==> src/design/pcr_pkg.sv <==
// constants, state codes and helpers for the configuration header block
package pcr_pkg;
    localparam int unsigned CLK_PERIOD_NS = 8;
    // eeprom serial clock half period, least time
    localparam int unsigned EE_HALF_NS = 500;
    localparam int unsigned EE_HALF_CYC = (EE_HALF_NS + CLK_PERIOD_NS - 1) / CLK_PERIOD_NS;

    localparam logic [7:0] OFS_ID = 8'h00;
    localparam logic [7:0] OFS_STATCMD = 8'h04;
    localparam logic [7:0] OFS_CLASS = 8'h08;
    localparam logic [7:0] OFS_HDR = 8'h0c;
    localparam logic [7:0] OFS_BAR = 8'h10;

    localparam int CMD_IO_BIT = 0;
    localparam int CMD_MEM_BIT = 1;
    localparam int CMD_PERR_BIT = 6;
    localparam int CMD_SERR_BIT = 8;
    localparam int CMD_INTX_DIS_BIT = 10;
    localparam int STS_CAPLIST_BIT = 20;
    localparam int STS_SERR_BIT = 30;
    localparam int STS_PERR_BIT = 31;
    localparam int BAR_LSB = 14;
    localparam int BE_STATUS_HI = 3;

    localparam logic [23:0] CLASS_DEFAULT = 24'h070002;
    localparam logic [31:0] HDR_WORD = 32'h00000000;
    localparam logic [31:0] WORD_ZERO = 32'h00000000;

    localparam logic [1:0] EXP_NONE = 2'h0;
    localparam logic [1:0] EXP_EIGHT = 2'h1;
    localparam logic [1:0] EXP_FOUR = 2'h2;

    localparam int EE_ADDR_W = 6;
    localparam int EE_WORD_W = 16;
    localparam int EE_CMD_BITS = 9;
    localparam logic [2:0] EE_OP_READ = 3'h6;
    localparam logic [4:0] EE_FIRST_DATA = 5'h09;
    localparam logic [4:0] EE_LAST_BIT = 5'h18;
    localparam int EE_WORDS = 4;
    localparam logic [1:0] EE_W_VENDOR = 2'h0;
    localparam logic [1:0] EE_W_DEVICE = 2'h1;
    localparam logic [1:0] EE_W_CLASS_HI = 2'h2;
    localparam logic [1:0] EE_W_CLASS_LO = 2'h3;
    localparam logic [15:0] EE_BLANK = 16'hffff;

    typedef enum logic [4:0] {
        EE_RESET = 5'h01,
        EE_SELECT = 5'h02,
        EE_SHIFT = 5'h04,
        EE_GAP = 5'h08,
        EE_DONE = 5'h10
    } pcr_ee_state_t;

    // byte-lane merge of a host write into a stored word
    function automatic logic [31:0] pcr_merge(input logic [31:0] old_word,
                                              input logic [31:0] new_word,
                                              input logic [3:0] be);
        logic [31:0] res;
        res = old_word;
        for (int i = 0; i < 4; i++) begin
            if (be[i]) begin
                res[i*8 +: 8] = new_word[i*8 +: 8];
            end
        end
        return res;
    endfunction : pcr_merge
endpackage : pcr_pkg

==> src/design/pcr_config_header.sv <==
// configuration header registers: identity, command/status, class, header, base address
`timescale 1ns/10ps
module pcr_config_header
    import pcr_pkg::*;
#(
    parameter logic [15:0] VENDOR_DEFAULT = 16'h1234,   // arbitrary value
    parameter logic [15:0] DEVICE_NO_SLAVE = 16'h0a10,  // arbitrary value
    parameter logic [15:0] DEVICE_EIGHT_SLAVE = 16'h0a18, // arbitrary value
    parameter logic [15:0] DEVICE_FOUR_SLAVE = 16'h0a14,  // arbitrary value
    parameter logic [7:0] SILICON_REV = 8'h01,           // arbitrary value
    parameter int EE_HALF = EE_HALF_CYC
) (
    input wire logic CLOCK,
    input wire logic SYS_RST,
    input wire logic CFG_REQ,
    input wire logic CFG_WRITE,
    input wire logic [7:0] CFG_ADDR,
    input wire logic [3:0] CFG_BE,
    input wire logic [31:0] CFG_WDATA,
    output logic [31:0] CFG_RDATA,
    output logic CFG_ACK,
    input wire logic [1:0] EXP_SLAVE_TYPE,
    input wire logic PARITY_ERR_EVENT,
    input wire logic SYSTEM_ERR_EVENT,
    input wire logic INTX_REQ,
    input wire logic MEM_REQ,
    input wire logic [31:0] MEM_ADDR,
    output logic INTX_ASSERT,
    output logic SERR_ASSERT,
    output logic PARITY_RESPONSE,
    output logic MEM_HIT,
    output logic IO_HIT,
    output logic EEPROM_SELECT,
    output logic EEPROM_SERIAL_CLOCK,
    output logic EEPROM_SERIAL_IN,
    input wire logic EEPROM_SERIAL_OUT,
    output logic EEPROM_LOAD_DONE
);
    ////////////////////////////////////////////////////////////////////////////
    // declarations
    logic [1:0] exp_type;
    logic ee_out_sync;
    logic ee_valid;
    logic [1:0] ee_index;
    logic [15:0] ee_data;
    logic ee_done;
    logic ee_present;
    logic vendor_ovr;
    logic device_ovr;
    logic class_ovr;
    logic [15:0] vendor_ee;
    logic [15:0] device_ee;
    logic [23:0] class_ee;
    logic [15:0] device_strap;
    logic [31:0] id_word;
    logic [31:0] statcmd_word;
    logic [31:0] class_word;
    logic [31:0] bar_word;
    logic cmd_intx_dis;
    logic cmd_serr_en;
    logic cmd_perr_en;
    logic cmd_mem_en;
    logic sts_perr;
    logic sts_serr;
    logic [31:BAR_LSB] bar_base;
    logic wr_hit_statcmd;
    logic wr_hit_bar;
    logic [31:0] cmd_merged;
    logic [31:0] bar_merged;
    logic [31:0] next_rdata;
    logic intx_drive;
    logic serr_drive;
    logic perr_drive;
    logic mem_drive;

    ////////////////////////////////////////////////////////////////////////////
    // pin synchronisers and eeprom master
    pcr_sync #(
        .WIDTH(2)
    ) u_strap_sync (
        .clock(CLOCK),
        .sys_rst(SYS_RST),
        .async_in(EXP_SLAVE_TYPE),
        .sync_out(exp_type)
    );

    pcr_sync #(
        .WIDTH(1)
    ) u_ee_sync (
        .clock(CLOCK),
        .sys_rst(SYS_RST),
        .async_in(EEPROM_SERIAL_OUT),
        .sync_out(ee_out_sync)
    );

    pcr_eeprom_loader #(
        .HALF_CYC(EE_HALF)
    ) u_loader (
        .clock(CLOCK),
        .sys_rst(SYS_RST),
        .serial_out(ee_out_sync),
        .select(EEPROM_SELECT),
        .serial_clock(EEPROM_SERIAL_CLOCK),
        .serial_in(EEPROM_SERIAL_IN),
        .word_valid(ee_valid),
        .word_index(ee_index),
        .word_data(ee_data),
        .load_done(ee_done)
    );

    assign EEPROM_LOAD_DONE = ee_done;

    ////////////////////////////////////////////////////////////////////////////
    // eeprom overrides
    // a blank or absent part reads all ones in the vendor word; the whole
    // image is then ignored so a missing eeprom keeps the built-in identity
    always_ff @(posedge CLOCK or posedge SYS_RST) begin
        if (SYS_RST) begin
            ee_present <= 1'b0;
        end else if (ee_valid && ee_index == EE_W_VENDOR) begin
            ee_present <= (ee_data != EE_BLANK);
        end
    end

    always_ff @(posedge CLOCK or posedge SYS_RST) begin
        if (SYS_RST) begin
            vendor_ee <= 16'h0000;
            device_ee <= 16'h0000;
            class_ee <= 24'h000000;
        end else if (ee_valid) begin
            unique case (ee_index)
                EE_W_VENDOR: begin
                    vendor_ee <= ee_data;
                end
                EE_W_DEVICE: begin
                    device_ee <= ee_data;
                end
                EE_W_CLASS_HI: begin
                    class_ee[23:8] <= ee_data;
                end
                EE_W_CLASS_LO: begin
                    class_ee[7:0] <= ee_data[15:8];
                end
            endcase
        end
    end

    // overrides take effect only once the whole image has been read
    always_ff @(posedge CLOCK or posedge SYS_RST) begin
        if (SYS_RST) begin
            vendor_ovr <= 1'b0;
            device_ovr <= 1'b0;
            class_ovr <= 1'b0;
        end else begin
            vendor_ovr <= ee_done && ee_present;
            device_ovr <= ee_done && ee_present;
            class_ovr <= ee_done && ee_present;
        end
    end

    ////////////////////////////////////////////////////////////////////////////
    // read-back words
    always_comb begin
        unique case (exp_type)
            EXP_EIGHT: device_strap = DEVICE_EIGHT_SLAVE;
            EXP_FOUR: device_strap = DEVICE_FOUR_SLAVE;
            default: device_strap = DEVICE_NO_SLAVE;
        endcase
    end

    assign id_word = {device_ovr ? device_ee : device_strap,
                      vendor_ovr ? vendor_ee : VENDOR_DEFAULT};
    assign class_word = {class_ovr ? class_ee : CLASS_DEFAULT,
                         SILICON_REV};

    always_comb begin
        statcmd_word = WORD_ZERO;
        statcmd_word[STS_PERR_BIT] = sts_perr;
        statcmd_word[STS_SERR_BIT] = sts_serr;
        statcmd_word[STS_CAPLIST_BIT] = 1'b1;
        statcmd_word[CMD_INTX_DIS_BIT] = cmd_intx_dis;
        statcmd_word[CMD_SERR_BIT] = cmd_serr_en;
        statcmd_word[CMD_PERR_BIT] = cmd_perr_en;
        statcmd_word[CMD_MEM_BIT] = cmd_mem_en;
        statcmd_word[CMD_IO_BIT] = 1'b0;
    end

    assign bar_word = {bar_base, {BAR_LSB{1'b0}}};

    ////////////////////////////////////////////////////////////////////////////
    // host writes
    assign wr_hit_statcmd = CFG_REQ && CFG_WRITE && (CFG_ADDR[7:2] == OFS_STATCMD[7:2]);
    assign wr_hit_bar = CFG_REQ && CFG_WRITE && (CFG_ADDR[7:2] == OFS_BAR[7:2]);
    assign cmd_merged = pcr_merge(statcmd_word, CFG_WDATA, CFG_BE);
    assign bar_merged = pcr_merge(bar_word, CFG_WDATA, CFG_BE);

    // only the four command flags and the base address store written data;
    // a one in status bit 30 or 31 with byte enable 3 set clears its flag, every other write falls on constant logic
    always_ff @(posedge CLOCK or posedge SYS_RST) begin
        if (SYS_RST) begin
            cmd_intx_dis <= 1'b0;
        end else if (wr_hit_statcmd) begin
            cmd_intx_dis <= cmd_merged[CMD_INTX_DIS_BIT];
        end
    end

    always_ff @(posedge CLOCK or posedge SYS_RST) begin
        if (SYS_RST) begin
            cmd_serr_en <= 1'b0;
        end else if (wr_hit_statcmd) begin
            cmd_serr_en <= cmd_merged[CMD_SERR_BIT];
        end
    end

    always_ff @(posedge CLOCK or posedge SYS_RST) begin
        if (SYS_RST) begin
            cmd_perr_en <= 1'b0;
        end else if (wr_hit_statcmd) begin
            cmd_perr_en <= cmd_merged[CMD_PERR_BIT];
        end
    end

    always_ff @(posedge CLOCK or posedge SYS_RST) begin
        if (SYS_RST) begin
            cmd_mem_en <= 1'b0;
        end else if (wr_hit_statcmd) begin
            cmd_mem_en <= cmd_merged[CMD_MEM_BIT];
        end
    end

    always_ff @(posedge CLOCK or posedge SYS_RST) begin
        if (SYS_RST) begin
            bar_base <= '0;
        end else if (wr_hit_bar) begin
            bar_base <= bar_merged[31:BAR_LSB];
        end
    end

    // sticky error flags: an event in the clearing cycle keeps the flag set
    always_ff @(posedge CLOCK or posedge SYS_RST) begin
        if (SYS_RST) begin
            sts_perr <= 1'b0;
        end else if (PARITY_ERR_EVENT) begin
            sts_perr <= 1'b1;
        end else if (wr_hit_statcmd && CFG_BE[BE_STATUS_HI] && CFG_WDATA[STS_PERR_BIT]) begin
            sts_perr <= 1'b0;
        end
    end

    always_ff @(posedge CLOCK or posedge SYS_RST) begin
        if (SYS_RST) begin
            sts_serr <= 1'b0;
        end else if (SYSTEM_ERR_EVENT) begin
            sts_serr <= 1'b1;
        end else if (wr_hit_statcmd && CFG_BE[BE_STATUS_HI] && CFG_WDATA[STS_SERR_BIT]) begin
            sts_serr <= 1'b0;
        end
    end

    ////////////////////////////////////////////////////////////////////////////
    // read path, one-cycle answer
    always_comb begin
        unique case (CFG_ADDR[7:2])
            OFS_ID[7:2]: next_rdata = id_word;
            OFS_STATCMD[7:2]: next_rdata = statcmd_word;
            OFS_CLASS[7:2]: next_rdata = class_word;
            OFS_HDR[7:2]: next_rdata = HDR_WORD;
            OFS_BAR[7:2]: next_rdata = bar_word;
            default: next_rdata = WORD_ZERO;
        endcase
    end

    always_ff @(posedge CLOCK or posedge SYS_RST) begin
        if (SYS_RST) begin
            CFG_RDATA <= WORD_ZERO;
            CFG_ACK <= 1'b0;
        end else begin
            CFG_ACK <= CFG_REQ;
            if (CFG_REQ && !CFG_WRITE) begin
                CFG_RDATA <= next_rdata;
            end
        end
    end

    ////////////////////////////////////////////////////////////////////////////
    // control effects of the command flags
    assign intx_drive = INTX_REQ && !cmd_intx_dis;
    assign serr_drive = SYSTEM_ERR_EVENT && cmd_serr_en;
    assign perr_drive = PARITY_ERR_EVENT && cmd_perr_en;
    // the window claims 16k, so only the upper address bits take part
    assign mem_drive = MEM_REQ && cmd_mem_en
                       && (MEM_ADDR[31:BAR_LSB] == bar_base);

    always_ff @(posedge CLOCK or posedge SYS_RST) begin
        if (SYS_RST) begin
            INTX_ASSERT <= 1'b0;
        end else begin
            INTX_ASSERT <= intx_drive;
        end
    end

    always_ff @(posedge CLOCK or posedge SYS_RST) begin
        if (SYS_RST) begin
            SERR_ASSERT <= 1'b0;
        end else begin
            SERR_ASSERT <= serr_drive;
        end
    end

    always_ff @(posedge CLOCK or posedge SYS_RST) begin
        if (SYS_RST) begin
            PARITY_RESPONSE <= 1'b0;
        end else begin
            PARITY_RESPONSE <= perr_drive;
        end
    end

    always_ff @(posedge CLOCK or posedge SYS_RST) begin
        if (SYS_RST) begin
            MEM_HIT <= 1'b0;
        end else begin
            MEM_HIT <= mem_drive;
        end
    end

    assign IO_HIT = 1'b0;
endmodule : pcr_config_header

==> src/design/pcr_eeprom_loader.sv <==
// serial eeprom reader that fetches the identity override words after reset
`timescale 1ns/10ps
module pcr_eeprom_loader
    import pcr_pkg::*;
#(
    parameter int HALF_CYC = EE_HALF_CYC
) (
    input wire logic clock,
    input wire logic sys_rst,
    input wire logic serial_out,
    output logic select,
    output logic serial_clock,
    output logic serial_in,
    output logic word_valid,
    output logic [1:0] word_index,
    output logic [EE_WORD_W-1:0] word_data,
    output logic load_done
);
    pcr_ee_state_t state;
    logic [15:0] half_cnt;
    logic tick;
    logic [4:0] bit_num;
    logic [EE_WORD_W-1:0] shreg;

    // read frame: start bit, opcode, word address
    function automatic logic frame_bit(input logic [1:0] word, input logic [4:0] idx);
        logic [EE_CMD_BITS-1:0] frame;
        frame = {EE_OP_READ, {(EE_ADDR_W-2){1'b0}}, word};
        if (idx < 5'(EE_CMD_BITS)) begin
            return frame[4'(EE_CMD_BITS - 1) - idx[3:0]];
        end
        return 1'b0;
    endfunction : frame_bit

    assign tick = (half_cnt == 16'(HALF_CYC - 1));

    always_ff @(posedge clock or posedge sys_rst) begin
        if (sys_rst) begin
            half_cnt <= 16'h0000;
        end else if (tick) begin
            half_cnt <= 16'h0000;
        end else begin
            half_cnt <= half_cnt + 16'h0001;
        end
    end

    always_ff @(posedge clock or posedge sys_rst) begin
        if (sys_rst) begin
            state <= EE_RESET;
            select <= 1'b0;
            serial_clock <= 1'b0;
            serial_in <= 1'b0;
            bit_num <= 5'h00;
            word_index <= 2'h0;
            shreg <= 16'h0000;
            word_valid <= 1'b0;
            word_data <= 16'h0000;
            load_done <= 1'b0;
        end else begin
            word_valid <= 1'b0;
            if (tick) begin
                unique case (state)
                    EE_RESET, EE_GAP: begin
                        if (state == EE_GAP && word_index == 2'(EE_WORDS - 1)) begin
                            state <= EE_DONE;
                            load_done <= 1'b1;
                        end else begin
                            if (state == EE_GAP) begin
                                word_index <= word_index + 2'h1;
                            end
                            state <= EE_SELECT;
                            select <= 1'b1;
                            bit_num <= 5'h00;
                            serial_in <= frame_bit(state == EE_GAP ? word_index + 2'h1
                                                                   : word_index, 5'h00);
                        end
                    end
                    EE_SELECT: begin
                        state <= EE_SHIFT;
                    end
                    EE_SHIFT: begin
                        if (!serial_clock) begin
                            serial_clock <= 1'b1;
                        end else begin
                            // eeprom drives on the rise, so sample on the fall
                            serial_clock <= 1'b0;
                            if (bit_num >= EE_FIRST_DATA) begin
                                shreg <= {shreg[EE_WORD_W-2:0], serial_out};
                            end
                            if (bit_num == EE_LAST_BIT) begin
                                select <= 1'b0;
                                serial_in <= 1'b0;
                                word_valid <= 1'b1;
                                word_data <= {shreg[EE_WORD_W-2:0], serial_out};
                                state <= EE_GAP;
                            end else begin
                                bit_num <= bit_num + 5'h01;
                                serial_in <= frame_bit(word_index, bit_num + 5'h01);
                            end
                        end
                    end
                    EE_DONE: begin
                        state <= EE_DONE;
                    end
                endcase
            end
        end
    end
endmodule : pcr_eeprom_loader

==> src/design/pcr_sync.sv <==
// two-flop synchroniser for pin inputs
`timescale 1ns/10ps
module pcr_sync #(
    parameter int WIDTH = 1
) (
    input wire logic clock,
    input wire logic sys_rst,
    input wire logic [WIDTH-1:0] async_in,
    output logic [WIDTH-1:0] sync_out
);
    logic [WIDTH-1:0] stage1;

    always_ff @(posedge clock or posedge sys_rst) begin
        if (sys_rst) begin
            stage1 <= '0;
            sync_out <= '0;
        end else begin
            stage1 <= async_in;
            sync_out <= stage1;
        end
    end
endmodule : pcr_sync

==> config.mk <==
export PLATFORM = sky130hd
export DESIGN_NAME = pcr_config_header
export DESIGN_NICKNAME = d
export VERILOG_FILES = /design/src/design/pcr_pkg.sv /design/src/design/pcr_config_header.sv /design/src/design/pcr_eeprom_loader.sv /design/src/design/pcr_sync.sv
export SDC_FILE = /design/constraint.sdc
export NUM_CORES = 1
export LEC_CHECK = 0
export CAP_MARGIN = 0
export CORE_UTILIZATION = 47
export CTS_CLUSTER_DIAMETER = 50
export DETAILED_ROUTE_END_ITERATION = 16
export DONT_BUFFER_PORTS = 1
export PLACE_DENSITY = 0.58
export SLEW_MARGIN = 40
export SYNTH_ARGS = -nofsm -noshare
export SYNTH_HDL_FRONTEND = slang
export SYNTH_HIERARCHICAL = 1
export SYNTH_SLANG_ARGS = --single-unit
==> constraint.sdc <==
create_clock -name CLOCK -period 4.9 [get_ports CLOCK]
set_clock_uncertainty 0.2 [all_clocks]
set_input_delay 0.98 -clock CLOCK [delete_from_list [all_inputs] [get_ports CLOCK]]
set_output_delay 0.98 -clock CLOCK [all_outputs]
set_load 0.1 [all_outputs]
==> results.cfg <==
[job]
cap_violations = 0

[global_route]
gr-usage-all-layers_pct = 20.0
overflow = 0
grt_first_pass_wirelength_um = 28100
grt_pass1_vias = 5287
grt_max_degree = 65
grt_antenna_before_repair = 0

[clock_tree]
postCtsSetupRepairBufs = 0
cts_tree = done
clk_latency_ns = 0.42
clk_path_buf_depth = 2
clk_pin_slew_ns = 0.07
cts-resized-gates = 0
cts_buffers = 17
clock-sinks = 189
cts_hold_buf = 0
root_buffer = clkbuf_16
cts-htree-levels = 4

[placed_design]
dp_hpwl_um = 12500
dp_cells = 879
place.gp.congestion = 0.817
portBuffers = 0

[pwr]
seqPwrFrac_pct = 51.0
p_sw_share_pct = 21.3
peakVddDrop_mv = 0.254
power.share.clock_pct = 46.5
p_leak_nw = 4.32
power.switching_w = 0.000669
p_int_w = 0.00247
p_comb_share_pct = 2.5
power.density_mw_per_mm2 = 336

[worst_hold_path]
min_path_type = in -> async

[sta]
slew-limit-headroom_pct = 40.7
period_share_pct = 60.3
fmax_mhz = 338
hold_slack_ns = 0.100
fin_setup_tns_ns = 0
finalCriticalPeriod_ns = 2.96
slew_violations = 0
tightest_slew_ns = 0.889
rsz0062_at_grt = false
setup_violations = 0
hold_violations = 0

[floorplan]
dieArea_mm2 = 0.0186
die_y_um = 136
die_w_um = 136
io_pins = 129
start_util_pct = 48.6
num_rows = 48
core_mm2 = 0.0175

[logic_synthesis]
ys_seq_area_share_pct = 55.7
async_reset_ff_share_pct = 100
syn_inst = 677
yosysUniqueCellTypes = 68
syn_area_per_cell_um2 = 12.5
synth_nets = 771
synthFlopType = dfrtp_1
synth_edf_count = 0
yosysWarnings = 6
syn_area_mm2 = 0.00850
ys_ff_latch = 189

[route]
drcViolationCount = 0
avgViaCountPerCell = 5.71
antenna_left = 0
wl_per_cell_um = 19.1
drt_iter0_markers = 301
drt_wl_total_um = 17400
dr.pass1.iters = 4
vias = 5206

[final_layout]
instances_no_fill = 911
diodes = 0
final_cell_mix = dfrtp_1, mux2_2, nand2_1
nets = 767
area_growth_pct = 9.99
mostFrequentLayoutCell = dfrtp_1
drive_above_1_share_pct = 29.9

[critical_path]
start_kind = flop
crit_path_end_kind = flop
worst_ep_arrival_time_ns = 3.06
worstPathRequired_ns = 5.01
path_max_fanout = 15
worstSetupPathType = reg -> reg

[outcome]
status = complete, no violations
==> cells by family after synthesis <==
kind of cell | share of synthesized area (%)
simple gates | 12.5
flops | 55.7
compound gates | 6.70
other cells | 0.0441
buf+inv | 2.70
mux | 17.4
fa+ha+maj | 1.16
xor+xnor | 3.81
==> path summary, 6_finish.rpt <==
check | cells past startpoint | endpoint | slack, ns | start
worst min register to register | 0 | u_strap_sync/sync_out[0] | 0.15 | u_strap_sync/stage1[0]
min in group CLOCK | 0 | u_strap_sync/sync_out[0] | 0.15 | u_strap_sync/stage1[0]
worst min-delay path | 1 | u_ee_sync/stage1 | 0.10 | SYS_RST
worst max-delay path | 7 | u_loader/shreg[10] | 1.94 | u_loader/half_cnt[0]
worst max register to register | 7 | u_loader/shreg[10] | 1.94 | u_loader/half_cnt[0]
max in group asynchronous | 2 | CFG_RDATA[11] | 3.38 | SYS_RST
==> through the flow <==
step | cell area [um2] | util [%] | total power, W | setup slack (ns)
finish | 9340 | 53.5 | 0.00314 | 1.94
global route | 9340 | 53.5 | 0.00326 | 1.73
CTS | 9320 | 53.4 | 0.00318 | 1.90
detailed placement | 8690 | 49.7 | 0.00171 | 1.82
global placement | 8650 | 49.5 | 0.00171 | 1.90
floorplan | 8500 | - | 0.00169 | 0.563
==> worst max-delay path, cell delays in order (launching register included) <==
cell	delay [ns]
dfrtp_1	0.44
inv_1	0.08
ha_1	0.13
nor4b_1	0.21
and4_1	0.61
nand3_4	0.24
nor2_4	0.52
mux2_2	0.40
==> final cells by class <==
| type | count | area (um2) |
|---|---|---|
| Inverter | 12 | 50.0 |
| Sequential cell | 189 | 4770 |
| Fill cell | 1460 | 8130 |
| Tap cell | 225 | 282 |
| Clock inverter | 12 | 184 |
| Timing Repair Buffer | 8 | 63.8 |
| Clock buffer | 20 | 447 |
| Multi-Input combinational cell | 445 | 3540 |
==> power groups by stage <==
stage | Sequential, W | Combinational (W) | Clock, W
after floorplan | 0.00163 | 0.0000670 | 0
after global placement | 0.00163 | 0.0000795 | 0
after detailed placement | 0.00163 | 0.0000810 | 0
after CTS | 0.00160 | 0.0000813 | 0.00150
after global routing | 0.00160 | 0.0000899 | 0.00157
final | 0.00160 | 0.0000789 | 0.00146
==> flip-flops by register name, summed over array words and instances, names as in the netlist, 2 cells and up <==
name / cells
CFG_RDATA: 32
bar_base: 18
class_ee: 24
device_ee: 16
u_loader/bit_num: 5
u_loader/half_cnt: 16
u_loader/shreg: 15
u_loader/state: 5
u_loader/word_data: 16
u_loader/word_index: 2
u_strap_sync/stage1: 2
u_strap_sync/sync_out: 2
vendor_ee: 16
==> Yosys cell counts, types with 3 or more instances <==
master       n  area (um2)
a21o_1       5        37.5
a21oi_1      6        30.0
a221o_1      3        30.0
a221oi_1     4        35.0
a22oi_1      5        37.5
a2bb2oi_1    3        26.3
a32oi_1      3        26.3
and2_1       4        25.0
and3_1       4        25.0
buf_2        5        25.0
buf_4        4        30.0
buf_6        4        45.0
clkbuf_1    15        56.3
dfrtp_1    188        4700
ha_1         7        87.6
inv_1       12        45.0
mux2_2     102        1150
mux2_4      10         150
mux2i_1     18         180
nand2_1     64         240
nand2b_1     7        43.8
nand3_1     18        90.1
nand3b_1     3        22.5
nand4_1     10        62.6
nor2_1      22        82.6
nor2b_1      8        50.1
nor3_1      12        60.1
nor3b_1      4        30.0
nor4_1      10        62.6
o21ai_0     20         100
o221ai_1    11        96.3
o31ai_1      5        37.5
or3_1        3        18.8
or4_1        3        22.5
xnor2_1     11        96.3
xor2_1      26         228
==> per-layer routing <==
metal	vias to the layer above	routed length (um)	GRT usage [%]
met5	-	0	0
met4	0	106	4.44
met3	8	1100	5.56
met2	133	8640	34.3
met1	2635	7570	24.9
li1	2430	-	-
Power figures use the tool's default switching activity.
